==> config.mk <==
export PLATFORM = sky130hd
export DESIGN_NAME = prs_regs
export DESIGN_NICKNAME = d
export VERILOG_FILES = /design/src/prs_pkg.sv /design/src/prs_regs.sv
export SDC_FILE = /design/constraint.sdc
export NUM_CORES = 1
export LEC_CHECK = 0
export BUFFER_PORTS_ARGS = -buffer_cell sky130_fd_sc_hd__buf_2
export CORE_MARGIN = 8
export CORE_UTILIZATION = 37
export CTS_CLUSTER_SIZE = 20
export DETAILED_ROUTE_END_ITERATION = 10
export REMOVE_ABC_BUFFERS = 1
export SLEW_MARGIN = 20
export SYNTH_ARGS = -nofsm -noshare
export SYNTH_HDL_FRONTEND = slang
export SYNTH_SLANG_ARGS = --single-unit
==> constraint.sdc <==
create_clock -name clk -period 2.07 [get_ports clk]
set_input_delay 0.207 -clock clk [delete_from_list [all_inputs] [get_ports clk]]
set_output_delay 0.207 -clock clk [all_outputs]
set_load 0.005 [all_outputs]
==> src/prs_pkg.sv <==
// package: register map, field layouts and carriers for the page/status bank
package prs_pkg;

	// ****************************************
	// register map (offset within a page)
	// ****************************************
	localparam logic [6:0] OFS_PAGE_CTRL = 7'h00;
	localparam logic [6:0] OFS_SUPERVISOR = 7'h01;
	localparam logic [6:0] OFS_INPUT_LOW = 7'h02;

	// ****************************************
	// page field encodings
	// ****************************************
	localparam logic [2:0] PAGE_ZERO = 3'h0;
	localparam logic [2:0] PAGE_ONE = 3'h1;
	localparam logic [2:0] PAGE_TWO = 3'h2;
	localparam logic [2:0] PAGE_TEST = 3'h3;

	// last mapped offset of pages zero to two; each of them starts at offset zero
	localparam logic [6:0] PAGE0_LAST = 7'h3f;
	localparam logic [6:0] PAGE1_LAST = 7'h4f;
	localparam logic [6:0] PAGE2_LAST = 7'h3f;

	localparam logic [7:0] READ_ZERO = 8'h00;
	localparam logic [6:0] PTR_STEP = 7'h01;
	localparam logic [3:0] RSVD_NIBBLE = 4'h0;

	// write mode encodings
	localparam logic WMODE_PAGE = 1'b0;
	localparam logic WMODE_REPEAT = 1'b1;

	// ****************************************
	// carriers
	// ****************************************
	typedef struct packed {
		logic auto_page_return;
		logic write_mode;
		logic [2:0] rsvd;
		logic [2:0] page;
	} prs_ctrl_type;

	localparam prs_ctrl_type CTRL_RESET = '{1'b0, WMODE_PAGE, 3'h0, PAGE_ZERO};

	typedef struct packed {
		logic comparator_1v2_out;
		logic voltage_ramp_active;
		logic charger_wake_input;
		logic power_key_n;
		logic [7:0] input_pin_level;
	} prs_mon_type;

	localparam prs_mon_type MON_RESET = '{1'b0, 1'b0, 1'b0, 1'b1, 8'h00};

endpackage : prs_pkg

==> src/prs_regs.sv <==
// module: page control copy and live status readout of the control interface
// ****************************************
// Behaviour
// with auto_page_return set, the page field goes back to page zero when the access ends.
// write_mode 0 gives page writes (address steps), 1 gives repeated address/data pairs.
// page 000, 001 and 010 map their own address ranges, 011 is reserved and reads zero.
// page_select_control answers at offset zero of pages 000, 001 and 010, so 0x00, 0x80 and 0x100.
// the serial interface keeps its own page_select_control copy and decodes with it.
// a status read returns the monitored signals as they stand at that read.
// every status bit except supervisor_signal_levels bit 0 has the polarity of the signal it mirrors.
// supervisor_signal_levels bit 3 shows the 1.2 V comparator output.
// supervisor_signal_levels bit 2 is high while any supply is still ramping.
// supervisor_signal_levels bit 0 is high while the power key is held low.
// supervisor_signal_levels bits 7 to 4 carry no signal.
// writes to status registers change nothing and reserved bits read zero; the page control rsvd bits 5 to 3 are stored and read back as written.
// the host clears event registers by writing back the value it read.
// ****************************************
`timescale 1ns/10ps
module prs_regs (
	input wire logic clk,
	input wire logic rst_n,
	input wire logic wr_valid,
	input wire logic wr_first,
	input wire logic [7:0] wr_byte,
	input wire logic rd_req,
	input wire logic xfer_end,
	input wire logic comparator_1v2_out,
	input wire logic voltage_ramp_active,
	input wire logic charger_wake_input,
	input wire logic power_key_n,
	input wire logic [7:0] input_pin_level,
	output logic [7:0] rd_data_q,
	output logic rd_valid_q,
	output prs_pkg::prs_ctrl_type page_ctrl_q
);

	// ****************************************
	// monitor synchronisers
	// ****************************************
	prs_pkg::prs_mon_type mon_meta_q;
	prs_pkg::prs_mon_type mon_q;
	prs_pkg::prs_mon_type mon_raw;

	assign mon_raw = '{comparator_1v2_out, voltage_ramp_active,
		charger_wake_input, power_key_n, input_pin_level};

	// pins are asynchronous to clk; two stages before any read
	always_ff @(posedge clk) begin
		if (!rst_n) begin
			mon_meta_q <= prs_pkg::MON_RESET;
			mon_q <= prs_pkg::MON_RESET;
		end else begin
			mon_meta_q <= mon_raw;
			mon_q <= mon_meta_q;
		end
	end

	// ****************************************
	// address decode
	// ****************************************
	logic [6:0] ptr_q;
	logic [6:0] ptr_d;
	logic expect_addr_q;
	logic expect_addr_d;
	logic data_wr;
	logic addr_wr;
	logic mapped;
	logic ctrl_hit;
	logic [7:0] status_a;
	logic [7:0] status_b;
	logic [7:0] rd_mux;

	// repeated mode: every data byte is followed by a fresh address
	assign addr_wr = wr_valid && (wr_first ||
		(page_ctrl_q.write_mode == prs_pkg::WMODE_REPEAT && expect_addr_q));
	assign data_wr = wr_valid && !addr_wr;

	// decode uses only this interface's own copy of the page field
	always_comb begin
		case (page_ctrl_q.page)
			prs_pkg::PAGE_ZERO: mapped = ptr_q <= prs_pkg::PAGE0_LAST;
			prs_pkg::PAGE_ONE: mapped = ptr_q <= prs_pkg::PAGE1_LAST;
			prs_pkg::PAGE_TWO: mapped = ptr_q <= prs_pkg::PAGE2_LAST;
			default: mapped = 1'b0;
		endcase
	end

	assign ctrl_hit = mapped && ptr_q == prs_pkg::OFS_PAGE_CTRL;

	// live values, no history kept; polarity as at the pin except the inverted power key bit
	assign status_a = {prs_pkg::RSVD_NIBBLE,
		mon_q.comparator_1v2_out,
		mon_q.voltage_ramp_active,
		mon_q.charger_wake_input,
		!mon_q.power_key_n};
	assign status_b = mon_q.input_pin_level;

	// event, fault and mask registers live elsewhere; they read zero here
	always_comb begin
		rd_mux = prs_pkg::READ_ZERO;
		if (ctrl_hit) begin
			rd_mux = page_ctrl_q;
		end else if (mapped && page_ctrl_q.page == prs_pkg::PAGE_ZERO) begin
			if (ptr_q == prs_pkg::OFS_SUPERVISOR) begin
				rd_mux = status_a;
			end else if (ptr_q == prs_pkg::OFS_INPUT_LOW) begin
				rd_mux = status_b;
			end
		end
	end

	// ****************************************
	// pointer and write sequencing
	// ****************************************
	always_comb begin
		ptr_d = ptr_q;
		expect_addr_d = expect_addr_q;
		if (addr_wr) begin
			ptr_d = wr_byte[6:0];
			expect_addr_d = 1'b0;
		end else if (data_wr) begin
			if (page_ctrl_q.write_mode == prs_pkg::WMODE_REPEAT) begin
				expect_addr_d = 1'b1;
			end else begin
				ptr_d = ptr_q + prs_pkg::PTR_STEP;
			end
		end else if (rd_req) begin
			ptr_d = ptr_q + prs_pkg::PTR_STEP;
		end
		if (xfer_end) begin
			expect_addr_d = 1'b0;
		end
	end

	always_ff @(posedge clk) begin
		if (!rst_n) begin
			ptr_q <= prs_pkg::OFS_PAGE_CTRL;
			expect_addr_q <= 1'b0;
		end else begin
			ptr_q <= ptr_d;
			expect_addr_q <= expect_addr_d;
		end
	end

	// ****************************************
	// page control copy
	// ****************************************
	prs_pkg::prs_ctrl_type ctrl_d;

	// status writes fall through: nothing is stored for them
	always_comb begin
		ctrl_d = page_ctrl_q;
		if (data_wr && ctrl_hit) begin
			ctrl_d = wr_byte;
		end
		if (xfer_end && ctrl_d.auto_page_return) begin
			ctrl_d.page = prs_pkg::PAGE_ZERO;
		end
	end

	always_ff @(posedge clk) begin
		if (!rst_n) begin
			page_ctrl_q <= prs_pkg::CTRL_RESET;
		end else begin
			page_ctrl_q <= ctrl_d;
		end
	end

	// ****************************************
	// read answer
	// ****************************************
	always_ff @(posedge clk) begin
		if (!rst_n) begin
			rd_data_q <= prs_pkg::READ_ZERO;
			rd_valid_q <= 1'b0;
		end else begin
			rd_valid_q <= rd_req;
			if (rd_req) begin
				rd_data_q <= rd_mux;
			end
		end
	end

	// ****************************************
	// checks
	// ****************************************
	AST_AUTO_PAGE_RETURN: assert property (@(posedge clk) disable iff (!rst_n)
		xfer_end && page_ctrl_q.auto_page_return && !wr_valid
		|=> page_ctrl_q.page == prs_pkg::PAGE_ZERO)
		else $error("page not returned to zero at access end");

	AST_PAGE_WRITE_STEP: assert property (@(posedge clk) disable iff (!rst_n)
		data_wr && page_ctrl_q.write_mode == prs_pkg::WMODE_PAGE
		|=> ptr_q == $past(ptr_q) + prs_pkg::PTR_STEP)
		else $error("page write did not step the pointer");

	AST_REPEAT_ADDR: assert property (@(posedge clk) disable iff (!rst_n)
		data_wr && !xfer_end && page_ctrl_q.write_mode == prs_pkg::WMODE_REPEAT
		##1 !wr_valid && !xfer_end
		##1 wr_valid && !wr_first && !xfer_end
		&& page_ctrl_q.write_mode == prs_pkg::WMODE_REPEAT
		|=> ptr_q == $past(wr_byte[6:0]))
		else $error("repeated write did not take a new address");

	AST_TEST_PAGE_ZERO: assert property (@(posedge clk) disable iff (!rst_n)
		rd_req && page_ctrl_q.page == prs_pkg::PAGE_TEST
		|=> rd_valid_q && rd_data_q == prs_pkg::READ_ZERO)
		else $error("reserved page did not read zero");

	AST_CTRL_MIRROR: assert property (@(posedge clk) disable iff (!rst_n)
		rd_req && ptr_q == prs_pkg::OFS_PAGE_CTRL
		&& page_ctrl_q.page <= prs_pkg::PAGE_TWO
		|=> rd_data_q == $past(page_ctrl_q))
		else $error("page control not visible at offset zero");

	AST_STATUS_LIVE: assert property (@(posedge clk) disable iff (!rst_n)
		rd_req && page_ctrl_q.page == prs_pkg::PAGE_ZERO
		&& ptr_q == prs_pkg::OFS_SUPERVISOR
		|=> rd_data_q[3] == $past(mon_q.comparator_1v2_out)
		&& rd_data_q[2] == $past(mon_q.voltage_ramp_active))
		else $error("status does not follow comparator or ramp");

	AST_KEY_POLARITY: assert property (@(posedge clk) disable iff (!rst_n)
		rd_req && page_ctrl_q.page == prs_pkg::PAGE_ZERO
		&& ptr_q == prs_pkg::OFS_SUPERVISOR
		|=> rd_data_q[0] == !$past(mon_q.power_key_n)
		&& rd_data_q[7:4] == prs_pkg::RSVD_NIBBLE)
		else $error("key bit or reserved bits wrong");

	AST_PIN_LEVELS: assert property (@(posedge clk) disable iff (!rst_n)
		rd_req && page_ctrl_q.page == prs_pkg::PAGE_ZERO
		&& ptr_q == prs_pkg::OFS_INPUT_LOW
		|=> rd_data_q == $past(mon_q.input_pin_level))
		else $error("pin levels not read live");

	AST_STATUS_RO: assert property (@(posedge clk) disable iff (!rst_n)
		data_wr && !xfer_end && ptr_q == prs_pkg::OFS_SUPERVISOR
		|=> page_ctrl_q == $past(page_ctrl_q))
		else $error("status write changed control state");

endmodule : prs_regs

* Word-level counts from Yosys, hierarchy flattened
Cells that the tools add are included.
Storage, ports and cells: bits in registers 49, logic and storage cells 55
Cells by class: add/subtract/negate cells 1, magnitude comparators 2, equal/unequal tests 5, multiplexer cells 10, bitwise gates (word level) 1, reductions and logical operators 18
Operators by type and width (number):
- 2-to-1 mux 8 bit | 5
- 2-to-1 mux 7 bit | 4
- adder 7 x 1 -> 7 bit (second input constant) | 1
- equality test 7 x 1 -> 1 bit (second input constant) | 1
- equality test 7 x 2 -> 1 bit (second input constant) | 1
- less-or-equal comparator 7 x 6 -> 1 bit (second input constant) | 1
- less-or-equal comparator 7 bit (second input constant) | 1
- logical AND 1 bit | 7
- logical NOT 7 bit | 1
- AND reduction 2 bit | 2
- OR reduction 2 bit | 2
- equality test 3 x 1 -> 1 bit (second input constant) | 1
- equality test 3 x 2 -> 1 bit (second input constant) | 1
- logical NOT 3 bit | 1
- != test 3 x 2 -> 1 bit (second input constant) | 1
- nonzero test 3 bit | 1
- OR reduction 3 bit | 1
- logical NOT 1 bit | 2
- case mux 1 bit (2 select lines) | 1
- logical OR 1 bit | 1
- inverter 1 bit | 1

* Logic depth before layout (Yosys ltp)
depth in word-level cells 9, depth in mapped cells 8, mapped depth without buffers 7

* Worst setup path before layout
No wires, ideal clock.
path kind register to register, from register ptr_q[4], to register rd_data_q[4], arrival 1.555 ns, path slack 0.441 ns, cell stages (with the launch flop) 6, period minus slack after synthesis 1.629 ns, cells stage by stage dfxtp_1 > or2_0 > or4_4 > a211oi_4 > nand3_1 > a31oi_1
Between the ends: word-level cells in the longest chain between the ends 5
Ends and longest elaborated chain:
- from (decl) | line prs_regs.sv:61 | logic [6:0] ptr_q;
- from (signal assigned) | line prs_regs.sv:137 | ptr_q <= prs_pkg::OFS_PAGE_CTRL;
- from (signal assigned) | line prs_regs.sv:140 | ptr_q <= ptr_d;
- less-or-equal comparator 7 x 6 -> 1 bit, or another cell as far along | line prs_regs.sv:81, prs_regs.sv:83
- case mux 1 bit (2 select lines) or 2-to-1 mux 8 bit (tied branches) | line prs_regs.sv:80, prs_regs.sv:106
- logical AND 1 bit or 2-to-1 mux 8 bit (tied branches) | line prs_regs.sv:103, prs_regs.sv:104
- 2-to-1 mux 8 bit | line prs_regs.sv:103 | end else if (mapped && page_ctrl_q.page == prs_pkg::PAGE_ZERO) begin
- 2-to-1 mux 8 bit * | line prs_regs.sv:101 | if (ctrl_hit) begin
- to (signal assigned) | line prs_regs.sv:174 | rd_data_q <= prs_pkg::READ_ZERO;
- to (signal assigned) | line prs_regs.sv:179 | rd_data_q <= rd_mux;
- to (decl) | line prs_regs.sv:32 | output logic [7:0] rd_data_q,
Every way passes the cells marked *; elsewhere a longest branch is shown, timed or not. A chain may end at the register's enable or synchronous reset.

* Worst setup path after layout
from register ptr_q[4], to register rd_data_q[5]
The elaborated chain is that of the path after synthesis.

==> impl_metrics.env <==
export IMPL_cp_arrival_ps=2040
export IMPL_finalMaxSlewViolations=0
export IMPL_synth_seq_area_share_pct=49.0
export IMPL_fin_setup_tns_ps=0
export IMPL_placement_cell_area_sq_um=2290
export IMPL_netlist_area_sq_um=2000
export IMPL_startpoint_type="register"
export IMPL_report_final_setup_viol=0
export IMPL_worst_endpoint_required_ps=2300
export IMPL_core_region_area_sq_um=5170
export IMPL_die_w_um=89.6
export IMPL_worstMarginPinSlew_ps=893
export IMPL_first_global_vias=1466
export IMPL_rsz_0062_raised_after_global_routing="false"
export IMPL_ctsLongestPathBuffers=2
export IMPL_final_cell_area_sq_um=2380
export IMPL_r2r_cells=5
export IMPL_synthesis_yosys_warnings=0
export IMPL_postCtsSetupBuffers=0
export IMPL_first_pass_iters=4
export IMPL_start_util_pct=38.7
export IMPL_pin_count_of_the_biggest_net_entering_global_routing=22
export IMPL_design_power_total_mw=1.83
export IMPL_final_setup_skew_ps=4.85
export IMPL_grt_pass1_wl_um=7200
export IMPL_area_growth_synth_to_final_pct=19.0
export IMPL_clock_slew_at_reported_path_ffs_ps=90
export IMPL_yosysUniqueCellTypes=40
export IMPL_pre_cts_ws_ps=274
export IMPL_h_tree_depth=2
export IMPL_post_drt_via_cell_ratio=4.78
export IMPL_number_of_hold_violations_in_the_final_report=0
export IMPL_endpoint_kind="register"
export IMPL_postSynthAreaPerCell_sq_um=9.32
export IMPL_io_port_bufs=42
export IMPL_holdBufCountCts=0
export IMPL_finished_core_util_pct=46.1
export IMPL_dieArea_sq_um=8020
export IMPL_timing_final_crit_share_pct=87.6
export IMPL_fp_row_count=26
export IMPL_route_detailed_drc=0
export IMPL_final_instance_count_excl_fill=330
export IMPL_hold_class="in2reg"
export IMPL_max_freq_ghz=0.552
export IMPL_total_clock_sinks=49
export IMPL_mostFrequentLayoutCells="49 x dfxtp_1, 42 x buf_2, 24 x and2_1"
export IMPL_vias=1576
export IMPL_fin_crit_ps=1810
export IMPL_max_cap_violation_count=0
export IMPL_place_detailed_hpwl_um=3310
export IMPL_vdd_drop_max_v=0.000508
export IMPL_tritoncts="built"
export IMPL_postLayoutSetupSlackWorst_ps=257
export IMPL_pin_count=43
export IMPL_final_common_cell="dfxtp_1"
export IMPL_synthCells=215
export IMPL_ys_seq_elements=49
export IMPL_die_height_um=89.6
export IMPL_worstSkewPairLatency_ps=300
export IMPL_grt_use_total_pct=11.8
export IMPL_drive_gt1_share_pct=24.6
export IMPL_timing_hold_ws_ps=76.9
export IMPL_dpl_cell_count=322
export IMPL_grt_ovfl_total=0
export IMPL_power_density_cell_area_nw_per_um2=767
export IMPL_gp_routability_congestion=0.816
export IMPL_synthFlopType="dfxtp_1"
export IMPL_worstHoldPathCells=2
export IMPL_relSlewSlack_pct=40.4
export IMPL_routed_wirelength_um=4420
export IMPL_numCtsBuffers=5
export IMPL_number_of_antenna_violations_at_the_first_check_in_global_routing=0
export IMPL_fillers=517
export IMPL_dr_first_iter_drc_count=135
export IMPL_clock_tree_root_cell="clkbuf_8"
export IMPL_status="complete, no violations"
export IMPL_resize_count_post_cts=0
export IMPL_fin_nets=289
export IMPL_number_of_enable_type_register_cells_in_the_synthesized_netlist=0
export IMPL_ant_nets=0
export IMPL_share_of_async_settable_or_async_resettable_flops_after_synthesis_pct=0
export IMPL_maximum_fanout_along_the_worst_path=8
export IMPL_antenna_diode_count=0
export IMPL_total_leakage_power_nw=0.965
export IMPL_wl_per_cell_um=13.4
export IMPL_worst_setup_path_type="reg2reg"
-- layout make-up --
type / count / area [sq um] / share of cell area [%]
flip-flops and latches: 49 / 981 / 41.2
multi-input cells: 149 / 940 / 39.4
repair buffers: 50 / 270 / 11.3
well taps: 70 / 87.6 / 3.67
clock buffers: 5 / 68.8 / 2.89
clock inverters: 3 / 21.3 / 0.892
inverters: 4 / 15.0 / 0.630
-- state kept, by name, indices dropped and copies added, names as in the netlist --
register       flops
mon_meta_q        12
expect_addr_q      1
rd_data_q          8
mon_q              4
rd_valid_q         1
status_b           8
ptr_q              7
page_ctrl_q        8
-- Yosys cell counts, drive strengths merged (3+ instances only) --
master   n  area [sq um]
nand2   20          75.1
buf      4          26.3
nor2b    9          56.3
dfxtp   49           981
a21o     4          30.0
clkbuf   8          32.5
nand2b   6          37.5
nor2     5          18.8
a21boi   6          45.1
a31oi    7          43.8
nand3   10          50.1
a21oi    8          40.0
and2    24           150
mux2i    6          60.1
ha       4          50.1
inv      4          15.0
a22o     3          26.3
o21ai   15          75.1
or3      3          20.0
-- final timing paths --
path	endpoint	start	slack (ps)
worst min-delay path	mon_meta_q[8]	power_key_n	80
worst max-delay path	rd_data_q[5]	ptr_q[4]	260
worst min register to register	mon_q[8]	mon_meta_q[8]	420
worst max register to register	rd_data_q[5]	ptr_q[4]	260
-- per-layer routing --
| layer | vias to the layer above | global-route usage [%] | wire [um] |
|---|---|---|---|
| met3 | 5 | 5.19 | 376 |
| met2 | 39 | 17.0 | 1830 |
| li1 | 825 | - | - |
| met1 | 707 | 15.2 | 2170 |
| met4 | 0 | 4.08 | 43 |
| met5 | - | 0 | 0 |
-- where the power goes --
group,switching (mW),leakage [nW],internal [mW],total [mW]
clock network,0.332,0.0445,0.240,0.573
logic,0.124,0.518,0.114,0.238
registers,0.0286,0.403,0.988,1.02
total,0.485,0.965,1.34,1.83
-- critical path, stage by stage, from the launching register on --
cell and delay, ps:
dfxtp_1 350, or2_0 240, or4_4 430, a211oi_4 400, nand3_1 130, a31oi_1 180
-- logic make-up (layout without fill, tap and decap cells) --
group / Yosys count / count (layout) / share of synthesized area, %
adder cells (fa/ha/maj): 4 / 4 / 2.50
flip-flops: 49 / 49 / 49.0
AND/OR/NAND/NOR: 89 / 89 / 24.8
multiplexers: 7 / 7 / 3.56
AO/OA/AOI/OAI: 49 / 49 / 16.1
buffers and inverters: 17 / 62 / 4.12
Note: power is estimated with default switching activity, not from simulation.
